<file path="src/hw/gpasc_pkg.sv">
// constants and types for the atomic gpio set/clear block
package gpasc_pkg;

	// ----------------------------------------
	// register map
	// ----------------------------------------
	localparam logic [31:0] GPASC_P0_DAT_ADDR = 32'hFFFF0D20;
	localparam logic [31:0] GPASC_P0_SET_ADDR = 32'hFFFF0D24;
	localparam logic [31:0] GPASC_P0_CLR_ADDR = 32'hFFFF0D28;
	localparam logic [31:0] GPASC_P1_DAT_ADDR = 32'hFFFF0D30;
	localparam logic [31:0] GPASC_P1_SET_ADDR = 32'hFFFF0D34;
	localparam logic [31:0] GPASC_P1_CLR_ADDR = 32'hFFFF0D38;
	localparam logic [31:0] GPASC_P2_DAT_ADDR = 32'hFFFF0D40;
	localparam logic [31:0] GPASC_P2_SET_ADDR = 32'hFFFF0D44;
	localparam logic [31:0] GPASC_P2_CLR_ADDR = 32'hFFFF0D48;

	// ----------------------------------------
	// field layout of the data register; set and clear use only the output field
	// ----------------------------------------
	localparam int GPASC_NPORT = 3;
	localparam int GPASC_FW = 8;
	localparam int GPASC_IN_LSB = 0;
	localparam int GPASC_OUT_LSB = 16;
	localparam int GPASC_DIR_LSB = 24;
	localparam logic [7:0] GPASC_P0_MASK = 8'h1F;
	localparam logic [7:0] GPASC_P1_MASK = 8'h03;
	localparam logic [7:0] GPASC_P2_MASK = 8'h63;
	localparam logic [7:0] GPASC_OUT_RST = 8'h00;
	localparam logic [7:0] GPASC_DIR_RST = 8'h00;
	localparam logic [31:0] GPASC_RD_ZERO = 32'h00000000;

	typedef logic [GPASC_FW-1:0] gpasc_field_t;
	typedef enum {GPASC_REG_NONE, GPASC_REG_DAT, GPASC_REG_SET, GPASC_REG_CLR} gpasc_kind_t;

	function automatic logic [7:0] gpasc_mask(input int p);
		case (p)
			0: gpasc_mask = GPASC_P0_MASK;
			1: gpasc_mask = GPASC_P1_MASK;
			default: gpasc_mask = GPASC_P2_MASK;
		endcase
	endfunction

	function automatic gpasc_field_t gpasc_out_field(input logic [31:0] w);
		gpasc_out_field = w[GPASC_OUT_LSB +: GPASC_FW];
	endfunction

endpackage

</file>
<file path="src/hw/gpasc_port_if.sv">
// carrier between the bus front end and one port latch
interface gpasc_port_if;
	import gpasc_pkg::*;
	logic [31:0] wr_data;
	logic set_stb;
	logic clr_stb;
	logic dat_stb;
	gpasc_field_t pad_in;
	gpasc_field_t out_q;
	gpasc_field_t dir_q;
	gpasc_field_t in_q;

	modport ctrl (
		output wr_data,
		output set_stb,
		output clr_stb,
		output dat_stb,
		output pad_in,
		input out_q,
		input dir_q,
		input in_q
	);
	modport port (
		input wr_data,
		input set_stb,
		input clr_stb,
		input dat_stb,
		input pad_in,
		output out_q,
		output dir_q,
		output in_q
	);
endinterface

</file>
<file path="src/hw/gpasc_port.sv">
// one gpio port: output latch, direction bits, input synchroniser
module gpasc_port #(
	parameter logic [7:0] PIN_MASK = 8'h1F
) (
	input wire logic mclk,
	input wire logic rst_n,
	gpasc_port_if.port pif
);
	import gpasc_pkg::*;

	generate
		if (PIN_MASK == 8'h00) begin : g_bad_mask
			$error("gpasc_port: PIN_MASK selects no pin");
		end
	endgenerate

	gpasc_field_t out_reg;
	gpasc_field_t out_next;
	gpasc_field_t dir_reg;
	gpasc_field_t sync1_reg;
	gpasc_field_t sync2_reg;
	gpasc_field_t field;

	assign field = gpasc_out_field(pif.wr_data) & PIN_MASK;

	// ----------------------------------------
	// output latch
	// ----------------------------------------
	always_comb begin
		out_next = out_reg;
		if (pif.dat_stb) begin
			out_next = field;
		end else if (pif.set_stb) begin
			out_next = out_reg | field;
		end else if (pif.clr_stb) begin
			out_next = out_reg & ~field;
		end
	end

	always_ff @(posedge mclk or negedge rst_n) begin
		if (!rst_n) begin
			out_reg <= GPASC_OUT_RST;
		end else begin
			out_reg <= out_next;
		end
	end

	// ----------------------------------------
	// direction bits
	// ----------------------------------------
	always_ff @(posedge mclk or negedge rst_n) begin
		if (!rst_n) begin
			dir_reg <= GPASC_DIR_RST;
		end else if (pif.dat_stb) begin
			dir_reg <= pif.wr_data[GPASC_DIR_LSB +: GPASC_FW] & PIN_MASK;
		end
	end

	// ----------------------------------------
	// pad input synchroniser
	// ----------------------------------------
	always_ff @(posedge mclk or negedge rst_n) begin
		if (!rst_n) begin
			sync1_reg <= GPASC_OUT_RST;
			sync2_reg <= GPASC_OUT_RST;
		end else begin
			sync1_reg <= pif.pad_in;
			sync2_reg <= sync1_reg & PIN_MASK;
		end
	end

	assign pif.out_q = out_reg;
	assign pif.dir_q = dir_reg;
	assign pif.in_q = sync2_reg;

endmodule

</file>
<file path="src/hw/gpasc_top.sv">
// apb front end and pad mapping for the three gpio ports
module gpasc_top (
	input wire logic mclk,
	input wire logic rst_n,
	input wire logic psel,
	input wire logic penable,
	input wire logic pwrite,
	input wire logic [31:0] paddr,
	input wire logic [31:0] pwdata,
	input wire logic [3:0] pstrb,
	output logic [31:0] prdata,
	output logic pready,
	output logic pslverr,
	input wire logic [4:0] port0_pad_in,
	output logic [4:0] port0_pad_out,
	output logic [4:0] port0_pad_oe_n,
	input wire logic [1:0] port1_pad_in,
	output logic [1:0] port1_pad_out,
	output logic [1:0] port1_pad_oe_n,
	input wire logic [3:0] port2_pad_in,
	output logic [3:0] port2_pad_out,
	output logic [3:0] port2_pad_oe_n
);
	import gpasc_pkg::*;

	// ----------------------------------------
	// reset release
	// ----------------------------------------
	logic rst_meta_n_reg;
	logic rst_sync_n_reg;

	always_ff @(posedge mclk or negedge rst_n) begin
		if (!rst_n) begin
			rst_meta_n_reg <= 1'b0;
			rst_sync_n_reg <= 1'b0;
		end else begin
			rst_meta_n_reg <= 1'b1;
			rst_sync_n_reg <= rst_meta_n_reg;
		end
	end

	// ----------------------------------------
	// address decode
	// ----------------------------------------
	gpasc_kind_t dec_kind;
	logic [1:0] dec_port;
	logic wr_en;
	logic rd_setup;
	logic acc_err;
	logic [31:0] rd_next;
	logic [31:0] prdata_reg;
	logic pslverr_reg;

	always_comb begin
		dec_kind = GPASC_REG_NONE;
		dec_port = 2'h0;
		case (paddr)
			GPASC_P0_DAT_ADDR: begin
				dec_kind = GPASC_REG_DAT;
				dec_port = 2'h0;
			end
			GPASC_P0_SET_ADDR: begin
				dec_kind = GPASC_REG_SET;
				dec_port = 2'h0;
			end
			GPASC_P0_CLR_ADDR: begin
				dec_kind = GPASC_REG_CLR;
				dec_port = 2'h0;
			end
			GPASC_P1_DAT_ADDR: begin
				dec_kind = GPASC_REG_DAT;
				dec_port = 2'h1;
			end
			GPASC_P1_SET_ADDR: begin
				dec_kind = GPASC_REG_SET;
				dec_port = 2'h1;
			end
			GPASC_P1_CLR_ADDR: begin
				dec_kind = GPASC_REG_CLR;
				dec_port = 2'h1;
			end
			GPASC_P2_DAT_ADDR: begin
				dec_kind = GPASC_REG_DAT;
				dec_port = 2'h2;
			end
			GPASC_P2_SET_ADDR: begin
				dec_kind = GPASC_REG_SET;
				dec_port = 2'h2;
			end
			GPASC_P2_CLR_ADDR: begin
				dec_kind = GPASC_REG_CLR;
				dec_port = 2'h2;
			end
			default: begin
				dec_kind = GPASC_REG_NONE;
				dec_port = 2'h0;
			end
		endcase
	end

	// zero wait states: every access completes in its first access cycle
	assign pready = 1'b1;
	assign wr_en = psel && penable && pwrite && pready && (pstrb == 4'hF) && (dec_kind != GPASC_REG_NONE);
	assign rd_setup = psel && !penable && !pwrite;
	// unmapped address or partial-word write is refused with an error
	assign acc_err = (dec_kind == GPASC_REG_NONE) || (pwrite && (pstrb != 4'hF));

	// ----------------------------------------
	// port latches
	// ----------------------------------------
	gpasc_port_if pif[GPASC_NPORT] ();

	generate
		for (genvar gi = 0; gi < GPASC_NPORT; gi++) begin : g_port
			assign pif[gi].wr_data = pwdata;
			assign pif[gi].set_stb = wr_en && (dec_kind == GPASC_REG_SET) && (dec_port == 2'(gi));
			assign pif[gi].clr_stb = wr_en && (dec_kind == GPASC_REG_CLR) && (dec_port == 2'(gi));
			assign pif[gi].dat_stb = wr_en && (dec_kind == GPASC_REG_DAT) && (dec_port == 2'(gi));
			gpasc_port #(
				.PIN_MASK(gpasc_mask(gi))
			) u_port (
				.mclk(mclk),
				.rst_n(rst_sync_n_reg),
				.pif(pif[gi])
			);
		end
	endgenerate

	assign pif[0].pad_in = {3'h0, port0_pad_in};
	assign pif[1].pad_in = {6'h00, port1_pad_in};
	assign pif[2].pad_in = {1'b0, port2_pad_in[3:2], 3'h0, port2_pad_in[1:0]};

	// ----------------------------------------
	// pads
	// ----------------------------------------
	assign port0_pad_out = pif[0].out_q[4:0];
	assign port0_pad_oe_n = ~pif[0].dir_q[4:0];
	assign port1_pad_out = pif[1].out_q[1:0];
	assign port1_pad_oe_n = ~pif[1].dir_q[1:0];
	assign port2_pad_out = {pif[2].out_q[6:5], pif[2].out_q[1:0]};
	assign port2_pad_oe_n = ~{pif[2].dir_q[6:5], pif[2].dir_q[1:0]};

	// ----------------------------------------
	// read data and error
	// ----------------------------------------
	gpasc_field_t sel_out;
	gpasc_field_t sel_dir;
	gpasc_field_t sel_in;

	always_comb begin
		case (dec_port)
			2'h0: begin
				sel_out = pif[0].out_q;
				sel_dir = pif[0].dir_q;
				sel_in = pif[0].in_q;
			end
			2'h1: begin
				sel_out = pif[1].out_q;
				sel_dir = pif[1].dir_q;
				sel_in = pif[1].in_q;
			end
			default: begin
				sel_out = pif[2].out_q;
				sel_dir = pif[2].dir_q;
				sel_in = pif[2].in_q;
			end
		endcase
	end

	always_comb begin
		rd_next = GPASC_RD_ZERO;
		if (dec_kind == GPASC_REG_DAT) begin
			rd_next[GPASC_DIR_LSB +: GPASC_FW] = sel_dir;
			rd_next[GPASC_OUT_LSB +: GPASC_FW] = sel_out;
			rd_next[GPASC_IN_LSB +: GPASC_FW] = sel_in;
		end
	end

	// read data is captured in the setup cycle; set and clear read as zero
	always_ff @(posedge mclk or negedge rst_sync_n_reg) begin
		if (!rst_sync_n_reg) begin
			prdata_reg <= GPASC_RD_ZERO;
		end else if (rd_setup) begin
			prdata_reg <= rd_next;
		end
	end

	always_ff @(posedge mclk or negedge rst_sync_n_reg) begin
		if (!rst_sync_n_reg) begin
			pslverr_reg <= 1'b0;
		end else if (psel && !penable) begin
			pslverr_reg <= acc_err;
		end
	end

	assign prdata = prdata_reg;
	assign pslverr = pslverr_reg && psel && penable;

	// ----------------------------------------
	// assertions
	// ----------------------------------------
	logic [31:0] past_addr;
	logic past_wr;

	always_ff @(posedge mclk or negedge rst_sync_n_reg) begin
		if (!rst_sync_n_reg) begin
			past_addr <= GPASC_RD_ZERO;
			past_wr <= 1'b0;
		end else begin
			past_addr <= paddr;
			past_wr <= wr_en;
		end
	end

	// port2 pins 6,5,1,0 of one field, in pad order
	function automatic logic [3:0] pack_p2(input logic [31:0] w, input int lsb);
		pack_p2 = {w[lsb+6], w[lsb+5], w[lsb+1], w[lsb]};
	endfunction
endmodule

</file>
<file path="config.mk">
export PLATFORM = sky130hd
export DESIGN_NAME = gpasc_top
export DESIGN_NICKNAME = d
export VERILOG_FILES = /design/src/hw/gpasc_pkg.sv /design/src/hw/gpasc_port_if.sv /design/src/hw/gpasc_port.sv /design/src/hw/gpasc_top.sv
export SDC_FILE = /design/constraint.sdc
export NUM_CORES = 1
export LEC_CHECK = 0
export ABC_AREA = 1
export BUFFER_PORTS_ARGS = -buffer_cell sky130_fd_sc_hd__buf_2
export CORE_MARGIN = 5
export CORE_UTILIZATION = 43
export CTS_CLUSTER_SIZE = 24
export DETAILED_ROUTE_END_ITERATION = 7
export PLACE_DENSITY_LB_ADDON = 0.25
export SKIP_CTS_REPAIR_TIMING = 1
export SLEW_MARGIN = 25
export SYNTH_ARGS = -nofsm -noshare
export SYNTH_HDL_FRONTEND = slang
export SYNTH_SLANG_ARGS = --single-unit
</file>
<file path="constraint.sdc">
create_clock -name mclk -period 2.3 [get_ports mclk]
set_clock_uncertainty 0.15 [all_clocks]
set_input_delay 0.345 -clock mclk [delete_from_list [all_inputs] [get_ports mclk]]
set_output_delay 0.345 -clock mclk [all_outputs]
set_load 0.1 [all_outputs]
</file>
==> results of run 1 <==
-- per-layer routing --
metal | vias up | part of all wire [%]
li1 | 1551 | -
met1 | 1370 | 45
met2 | 85 | 48
met3 | 14 | 5.2
met4 | 0 | 1.5
met5 | - | 0
-- power by group through the flow --
stage / logic [uW] / registers, uW / clock network, uW
3_3_place_gp: 213 / 1270 / 0
6_report: 232 / 1250 / 963
2_1_floorplan: 141 / 1280 / 0
3_5_place_dp: 217 / 1270 / 0
4_1_cts: 218 / 1250 / 989
5_1_grt: 254 / 1250 / 1040
-- metrics by stage --
step | hold WS, ns | cells
finish | 0.0830 | 657
global route | 0.0695 | 657
CTS | -0.386 | 645
detailed placement | -0.0175 | 629
global placement | -0.0204 | 629
floorplan | -0.101 | 433
-- placed cells by master (no fill, tap or decap), types with 12 or more instances in the layout --
cell type	n
inv_1	42
o21ai_1	14
dlygate4sd3_1	12
dfrtp_1	68
buf_2	110
nand3_1	33
nor2_1	31
conb_1	12
nand4_1	14
nand2_1	166
-- cell families (layout without fill, tap and decap cells) --
| logic type | after synthesis | in the layout | share of synthesized area (%) |
|---|---|---|---|
| AND/OR/NAND/NOR | 267 | 267 | 35.4 |
| AO/OA/AOI/OAI | 20 | 20 | 2.99 |
| other | 2 | 12 | 0.224 |
| buffers and inverters | 65 | 187 | 9.83 |
| flip-flops | 69 | 69 | 51.6 |
-- path summary, 6_finish.rpt --
kind | end | startpoint | slack (ns)
setup / recovery | g_port[0].u_port.pif.dir_q[0] | paddr[25] | 0.42
hold / removal | g_port[0].u_port.pif.dir_q[2] | pwdata[26] | 0.08
hold reg to reg | g_port[1].u_port.sync1_reg[0] | rst_sync_n_reg | 0.10
max in group asynchronous | prdata[21] | rst_sync_n_reg | 1.30
min in group asynchronous | g_port[1].u_port.sync1_reg[0] | rst_sync_n_reg | 0.10
setup reg to reg | prdata[21] | rst_sync_n_reg | 1.30
-- critical path, stage by stage --
cell     delay, ns
buf_2         0.11
nand2_1       0.06
nor2_1        0.04
nand2_1       0.15
nor2_8        0.07
nand2_1       0.10
nand3_2       0.23
nor2_4        0.51
nand2_2       0.19
nand2_1       0.09
o21ai_1       0.06
-- cell type report --
type,count,share of cell area [%]
Clock buffer,9,2.90
Sequential cell,69,40.5
Clock inverter,7,1.70
Inverter,44,3.90
Multi-Input combinational cell,299,31.2
Tap cell,102,2.99
Timing Repair Buffer,127,16.9
==> run_results.csv, run 1 <==
group,metric,value,unit
grt,overflow,0,
floorplanning,std_cell_rows,32,
run,maxCapViolations,0,
yosys,synth_cell_type_count,22,
grt,gr-usage-met1,22.3,%
yosys,synth_top_area_share,51.6,%
cells_and_area,fin_util,55.8,%
drt,drtAntennaViolNets,0,
grt,grt_pass1_vias,2824,
cells_and_area,largest_reg_flops,22,
worst_setup_path,required,2.38,ns
sta,tns,0,ns
power,seq_power_share,51.1,%
drt,route.detailed.wl_per_inst,12.2,um
sta,post-route-min-period,1.88,ns
drt,drt_iter0_markers,109,
cells_and_area,drive_gt1_share,28.3,%
cts,clk-insertion-delay-late,0.34,ns
drt,firstDrtPassIters,4,
cells_and_area,antenna_cells,0,
cts,cts_root_buffer,"clkbuf_8",
yosys,synth.yosys.warnings,0,
grt,antenna_found_initial,0,
yosys,synth_common_cells,"nand2_1, dfrtp_1, inv_1",
yosys,ys_seq_area_share,51.6,%
power,ir_worst_vdd,0.410,mV
worst_setup_path,end_kind,"register",
grt,grt.met3_usage,5.64,%
grt,grt_pass1_wl,13.2,mm
hold_path,hp-class,"input pin to register",
floorplanning,die_h,98.2,um
yosys,synth_area_per_cell,7.92,sq um
sta,fin_ws,0.420,ns
sta,relSlewSlack,51.5,%
floorplanning,floorplan.initialDensity,43.8,%
cells_and_area,register_area,1730,sq um
outcome,status,"complete, no violations",
cts,h-tree-depth,3,
placed_design,gp_congestion,0.828,
yosys,syn-cell-area,3350,sq um
drt,drc_errors,0,
cts,clockBufferDepth,2,
sta,fmax,532,MHz
yosys,synthFlopType,"dfrtp_1",
sta,final-max-slew-violation-count,0,
power,p_switching,633,uW
cts,path_clk_slew,0.07,ns
placed_design,dpl.hpwl,5.97,mm
yosys,yosys.area.top_type,"dfrtp_1",
floorplanning,fp.dieW,98.2,um
placed_design,port_buffers,110,
floorplanning,io_pins,140,
worst_setup_path,start_kind,"input pin",
yosys,synth_edf_count,0,
cells_and_area,final_area,4270,sq um
yosys,async_flop_share,100,%
yosys,synthCells,423,
worst_setup_path,r2r_cells,1,
yosys,yosys_register_bits,69,
cts,cts_buffers,9,
placed_design,placed_area,3950,sq um
cts,cts_tree,"built",
worst_setup_path,arrival,1.96,ns
power,p_int,1810,uW
cells_and_area,num-fill-cells,740,
drt,routed_wl,8.01,mm
power,p_sw_share,25.9,%
drt,vias,3020,
sta,period_share,81.7,%
cells_and_area,final_nets,634,
grt,track_usage,16.7,%
sta,hold_violations,0,
yosys,synth.most_common_cell,"nand2_1",
sta,setup_viol,0,
power,p_total,2440,uW
floorplanning,die_area,9650,sq um
grt,grt_max_degree,46,
power,power_leakage,0.00240,uW
power,pwr-share-clk,39.4,%
placed_design,pre_cts_ws,0.0626,ns
cells_and_area,multiInputGateArea,1330,sq um
floorplanning,core_area,7650,sq um
power,p_per_area,572,nW/um^2
sta,worst_slew_pin_slew,0.727,ns
cts,clock_sinks,69,
hold_path,min_path_cells,3,
worst_setup_path,crit_fanout,22,
cells_and_area,syn2layout_area_growth,27.5,%
sta,rsz0062_at_grt,"no",
yosys,synth.area.top_cells,"dfrtp_1, nand2_1, nand3_1, inv_1, nor2_1",
grt,grt_use_met2,26.4,%
drt,viasPerCell,4.60,
grt,grt_busiest_layer,"met2",
worst_setup_path,worstSetupPathType,"input pin to register",
power,p_comb_share,9.5,%
Note: power is estimated with default switching activity, not from simulation.
==> run 2, diff against run 1 <==
- clock period: 2.3 -> 1.6 ns (I/O delays scaled with it)
==> run_results.csv, run 2 (synthesis gave the netlist of run 1 again) <==
group,metric,value,unit
floorplanning,core_area,7650,sq um
cells_and_area,final_cell_mix,"nand2_1, buf_2, dfrtp_1",
cells_and_area,largest_reg_flops,22,
cells_and_area,final_nets,667,
floorplanning,std_cell_rows,32,
worst_setup_path,start_kind,"register",
worst_setup_path,crit_path_cell_trace,"buf_2",
cells_and_area,syn2layout_area_growth,43.3,%
cts,clock_sinks,69,
sta,period_share,97.6,%
grt,grt_pass1_wl,13.9,mm
grt,track_usage,17.6,%
worst_setup_path,required,1.21,ns
cts,path_clk_slew,0.08,ns
worst_setup_path,crit_fanout,3,
cts,clockBufferDepth,2,
power,ir_worst_vdd,0.696,mV
sta,post-route-min-period,1.56,ns
cells_and_area,instances_no_fill,690,
worst_setup_path,arrival,1.17,ns
floorplanning,die_h,98.2,um
floorplanning,fp.dieW,98.2,um
drt,drtAntennaViolNets,0,
sta,rsz0062_at_grt,"yes",
drt,route.detailed.wl_per_inst,12.8,um
floorplanning,io_pins,140,
worst_setup_path,worstSetupPathType,"register to output pin",
drt,routed_wl,8.82,mm
placed_design,dp.cells,655,
grt,grt_pass1_vias,3076,
cells_and_area,final_common_cell,"nand2_1",
grt,grt_max_degree,40,
power,power_leakage,0.00265,uW
sta,setup_viol,0,
outcome,violations,"negative hold slack",
hold_path,hp-class,"input pin to register",
worst_setup_path,critPathTopFamily,"buffers and inverters",
worst_setup_path,end_kind,"output pin",
sta,fmax,640,MHz
drt,viasPerCell,4.60,
sta,final-max-slew-violation-count,0,
power,p_per_area,753,nW/um^2
grt,antenna_found_initial,0,
floorplanning,die_area,9650,sq um
cells_and_area,antenna_cells,0,
placed_design,gp_congestion,0.851,
placed_design,placed_area,4230,sq um
sta,fin_ws,0.0378,ns
placed_design,dpl.hpwl,6.38,mm
cts,h-tree-depth,3,
worst_setup_path,cpPeakStageDelay,0.44,ns
cells_and_area,drive_gt1_share,36.1,%
cts,cts_tree,"built",
worst_setup_path,critPathBufInv,1,
cts,cts_buffers,9,
cts,clk-insertion-delay-late,0.34,ns
grt,overflow,0,
placed_design,pre_cts_ws,-0.418,ns
drt,vias,3177,
drt,drt_iter0_markers,183,
placed_design,port_buffers,110,
worst_setup_path,slowest_stage,"buf_2",
drt,firstDrtPassIters,4,
floorplanning,floorplan.initialDensity,43.8,%
run,maxCapViolations,0,
sta,hold_ws,-0.00695,ns
cells_and_area,final_area,4800,sq um
cts,cts_root_buffer,"clkbuf_8",
power,p_total,3610,uW
sta,hold_violations,1,
drt,drc_errors,0,
outcome,status,"finished, violations left",
==> run 2: final cells by class <==
type / count / area, sq um
well taps: 102 / 128
clock buffers: 10 / 138
multi-input cells: 301 / 1480
fillers: 698 / 2850
clock inverters: 6 / 68.8
repair buffers: 158 / 1090
flip-flops and latches: 69 / 1730
inverters: 44 / 166
==> run 2: metrics by stage <==
step / util, % / TNS [ns]
floorplan: - / 0
global placement: 55.3 / -10.09
detailed placement: 55.3 / -12.26
CTS: 58.0 / -0.332
global route: 62.8 / -0.344
finish: 62.8 / 0
==> run 2: final timing paths <==
check | cells after the start | endpoint | start | slack, ns
setup / recovery | 1 | port0_pad_out[4] | g_port[0].u_port.pif.out_q[4] | 0.04
hold / removal | 3 | g_port[0].u_port.pif.out_q[2] | pwdata[18] | -0.007
setup reg to reg | 4 | prdata[24] | g_port[2].u_port.pif.dir_q[0] | 0.62
hold reg to reg | 0 | g_port[0].u_port.sync1_reg[0] | rst_sync_n_reg | 0.03
max in group asynchronous | 1 | pslverr_reg | rst_sync_n_reg | 0.75
min in group asynchronous | 0 | g_port[0].u_port.sync1_reg[0] | rst_sync_n_reg | 0.03
==> run 2: worst register-to-register path: stages (launching register included) <==
cell and delay [ns]:
dfrtp_1 0.38, inv_1 0.12, nand2_1 0.07, nand3_1 0.08, o21ai_0 0.07
==> run 2: metal layers <==
layer  routed length [um]  global-route usage [%]
met1                 3700                    22.1
met2                 4520                    30.3
met3                  491                    5.14
met4                  103                    4.10
met5                    0                       0
==> run 2: report_power, final <==
part	internal [uW]	switching, uW	total, uW
combinational	124	244	369
sequential	1770	15.4	1790
clock	773	683	1460
total	2670	943	3610
==> run 3, diff against run 2 <==
- ABC_AREA: 1 -> not set
- CORE_UTILIZATION: 43 -> 42
==> run_results.csv, run 3 <==
group,metric,value,unit
cells_and_area,final_cell_mix,"buf_2, dfrtp_1, buf_4",
cells_and_area,final_common_cell,"buf_2",
hold_path,hp-class,"input pin to register",
power,p_switching,876,uW
floorplanning,core_area,6870,sq um
power,seq_power_share,48.9,%
power,ir_worst_vdd,0.380,mV
drt,drtAntennaViolNets,0,
cts,clock_sinks,69,
cells_and_area,instances_no_fill,531,
floorplanning,fp.dieW,94.4,um
yosys,ys_seq_area_share,57.7,%
yosys,yosys.area.top_type,"dfrtp_1",
drt,viasPerCell,5.22,
power,p_comb_share,12.7,%
worst_setup_path,timing.critical_path.mode_cell,"buf_6",
sta,tns,-7.77,ns
grt,overflow,0,
cells_and_area,register_area,1730,sq um
cells_and_area,antenna_cells,0,
floorplanning,die_area,8920,sq um
yosys,synth.area.top_cells,"dfrtp_1, mux2_2, o311ai_0, inv_1, buf_4",
sta,final-max-slew-violation-count,0,
grt,antenna_found_initial,0,
drt,routed_wl,8.38,mm
worst_setup_path,start_kind,"input pin",
floorplanning,floorplan.initialDensity,43.6,%
sta,fmax,515,MHz
worst_setup_path,slowest_stage,"or4b_4",
drt,drt_iter0_markers,227,
sta,rsz0062_at_grt,"yes",
yosys,synth_area_per_cell,11.6,sq um
drt,route.detailed.wl_per_inst,15.8,um
yosys,yosys_register_bits,69,
power,p_sw_share,23.9,%
cts,clockBufferDepth,2,
yosys,synth.most_common_cell,"dfrtp_1",
yosys,async_flop_share,100,%
worst_setup_path,end_kind,"register",
cells_and_area,syn2layout_area_growth,58.9,%
cells_and_area,drive_gt1_share,51.3,%
power,p_int,2790,uW
cts,clk-insertion-delay-late,0.33,ns
worst_setup_path,crit_path_cell_trace,"buf_6 > or4b_4 > a211o_4 > buf_6 > o311ai_0 > o211ai_1",
yosys,synthFlopType,"dfrtp_1",
worst_setup_path,critPathTopFamily,"compound AO/OA/AOI/OAI gates",
cts,cts_buffers,9,
yosys,synth.yosys.warnings,0,
sta,setup_viol,37,
drt,vias,2770,
cts,cts_tree,"built",
sta,fin_ws,-0.341,ns
cts,path_clk_slew,0.06,ns
cts,cts_root_buffer,"clkbuf_8",
cells_and_area,final_nets,516,
placed_design,port_buffers,110,
outcome,status,"finished, violations left",
yosys,synth_edf_count,0,
sta,period_share,121,%
cells_and_area,num-fill-cells,530,
placed_design,dp.cells,496,
power,pwr-share-clk,38.4,%
run,maxCapViolations,0,
yosys,synth_top_area_share,57.7,%
grt,grt_max_degree,68,
worst_setup_path,crit_fanout,11,
worst_setup_path,required,1.64,ns
power,power_leakage,0.00224,uW
cells_and_area,largest_reg_flops,22,
worst_setup_path,cpPeakStageDelay,0.55,ns
cells_and_area,multiInputGateArea,1330,sq um
placed_design,dpl.hpwl,5.92,mm
grt,track_usage,17.7,%
yosys,synth_cell_type_count,43,
outcome,violations,"negative setup slack",
grt,grt_pass1_wl,12.3,mm
sta,hold_violations,0,
yosys,syn-cell-area,2990,sq um
cts,h-tree-depth,3,
yosys,synth_common_cells,"dfrtp_1, inv_1, nand2_1",
floorplanning,die_h,94.4,um
worst_setup_path,worstSetupPathType,"input pin to register",
drt,drc_errors,0,
sta,post-route-min-period,1.94,ns
power,p_per_area,770,nW/um^2
worst_setup_path,arrival,1.98,ns
worst_setup_path,critPathBufInv,2,
yosys,synthCells,259,
floorplanning,io_pins,140,
floorplanning,std_cell_rows,30,
drt,firstDrtPassIters,4,
cells_and_area,fin_util,69.3,%
placed_design,gp_congestion,0.852,
grt,grt_pass1_vias,2567,
[run 3: changes by cell type after synthesis, moves of 14 or more]
cell / delta
nand2_1: -149
nand3_1: -32
nor2_1: -25
inv_1: -18
o21ai_1: -14
[run 3: routing by layer]
metal	vias to the layer above	GRT usage [%]	part of all wire [%]
met5	-	0	0
met2	118	28.6	51
li1	1294	-	-
met4	0	5.78	1.4
met1	1348	23.0	40
met3	10	5.18	7.9
[run 3: power by group through the flow]
stage	clock, uW	sequential [uW]	combinational (uW)
3_3_place_gp	0	1820	396
2_1_floorplan	0	1870	204
3_5_place_dp	0	1820	401
4_1_cts	1450	1790	402
6_report	1410	1790	464
5_1_grt	1550	1790	497
[run 3: layout make-up]
class                           instances  share of cell area (%)
Clock inverter                          1                   0.631
Timing Repair Buffer                  176                    27.2
Multi-Input combinational cell        152                    27.9
Inverter                               24                    1.89
Tap cell                               96                    2.52
Sequential cell                        69                    36.3
Clock buffer                           13                    3.55
[run 3: final timing paths]
kind | slack [ns] | startpoint | depth (start not counted) | end
setup reg to reg | 0.35 | g_port[1].u_port.pif.out_q[0] | 2 | prdata[16]
setup / recovery | -0.34 | paddr[4] | 6 | g_port[2].u_port.pif.out_q[1]
min in group asynchronous | 0.06 | rst_n | 2 | rst_meta_n_reg
hold / removal | 0.04 | pwdata[24] | 2 | g_port[2].u_port.pif.dir_q[0]
hold reg to reg | 0.12 | rst_sync_n_reg | 1 | pslverr_reg
max in group asynchronous | 0.89 | rst_sync_n_reg | 1 | g_port[1].u_port.sync1_reg[1]
[run 3: per-stage QoR]
step	power (uW)	area, sq um	hold slack (ns)	worst slack (ns)
floorplan	2070	3110	-0.206	-0.580
global placement	2220	4000	-0.125	-0.595
global route	3840	4760	0.0193	-0.301
detailed placement	2220	4000	-0.124	-0.639
CTS	3640	4200	-0.484	-0.295
finish	3660	4760	0.0360	-0.341
[run 3: kinds of logic (layout without fill, tap and decap cells)]
group                  count (synthesis)  in the layout  share of synthesized area [%]
buffers and inverters                 48            214                           7.44
AO/OA/AOI/OAI                         71             71                           17.8
multiplexers                          11             11                           4.14
AND/OR/NAND/NOR                       58             58                           12.7
flip-flops                            69             69                           57.7
other                                  2             12                          0.251
[run 3: worst reg2reg max path, stage by stage, from the launching register on]
cell and delay, ns:
dfrtp_1 0.44, a222oi_1 0.44, o21ai_2 0.10
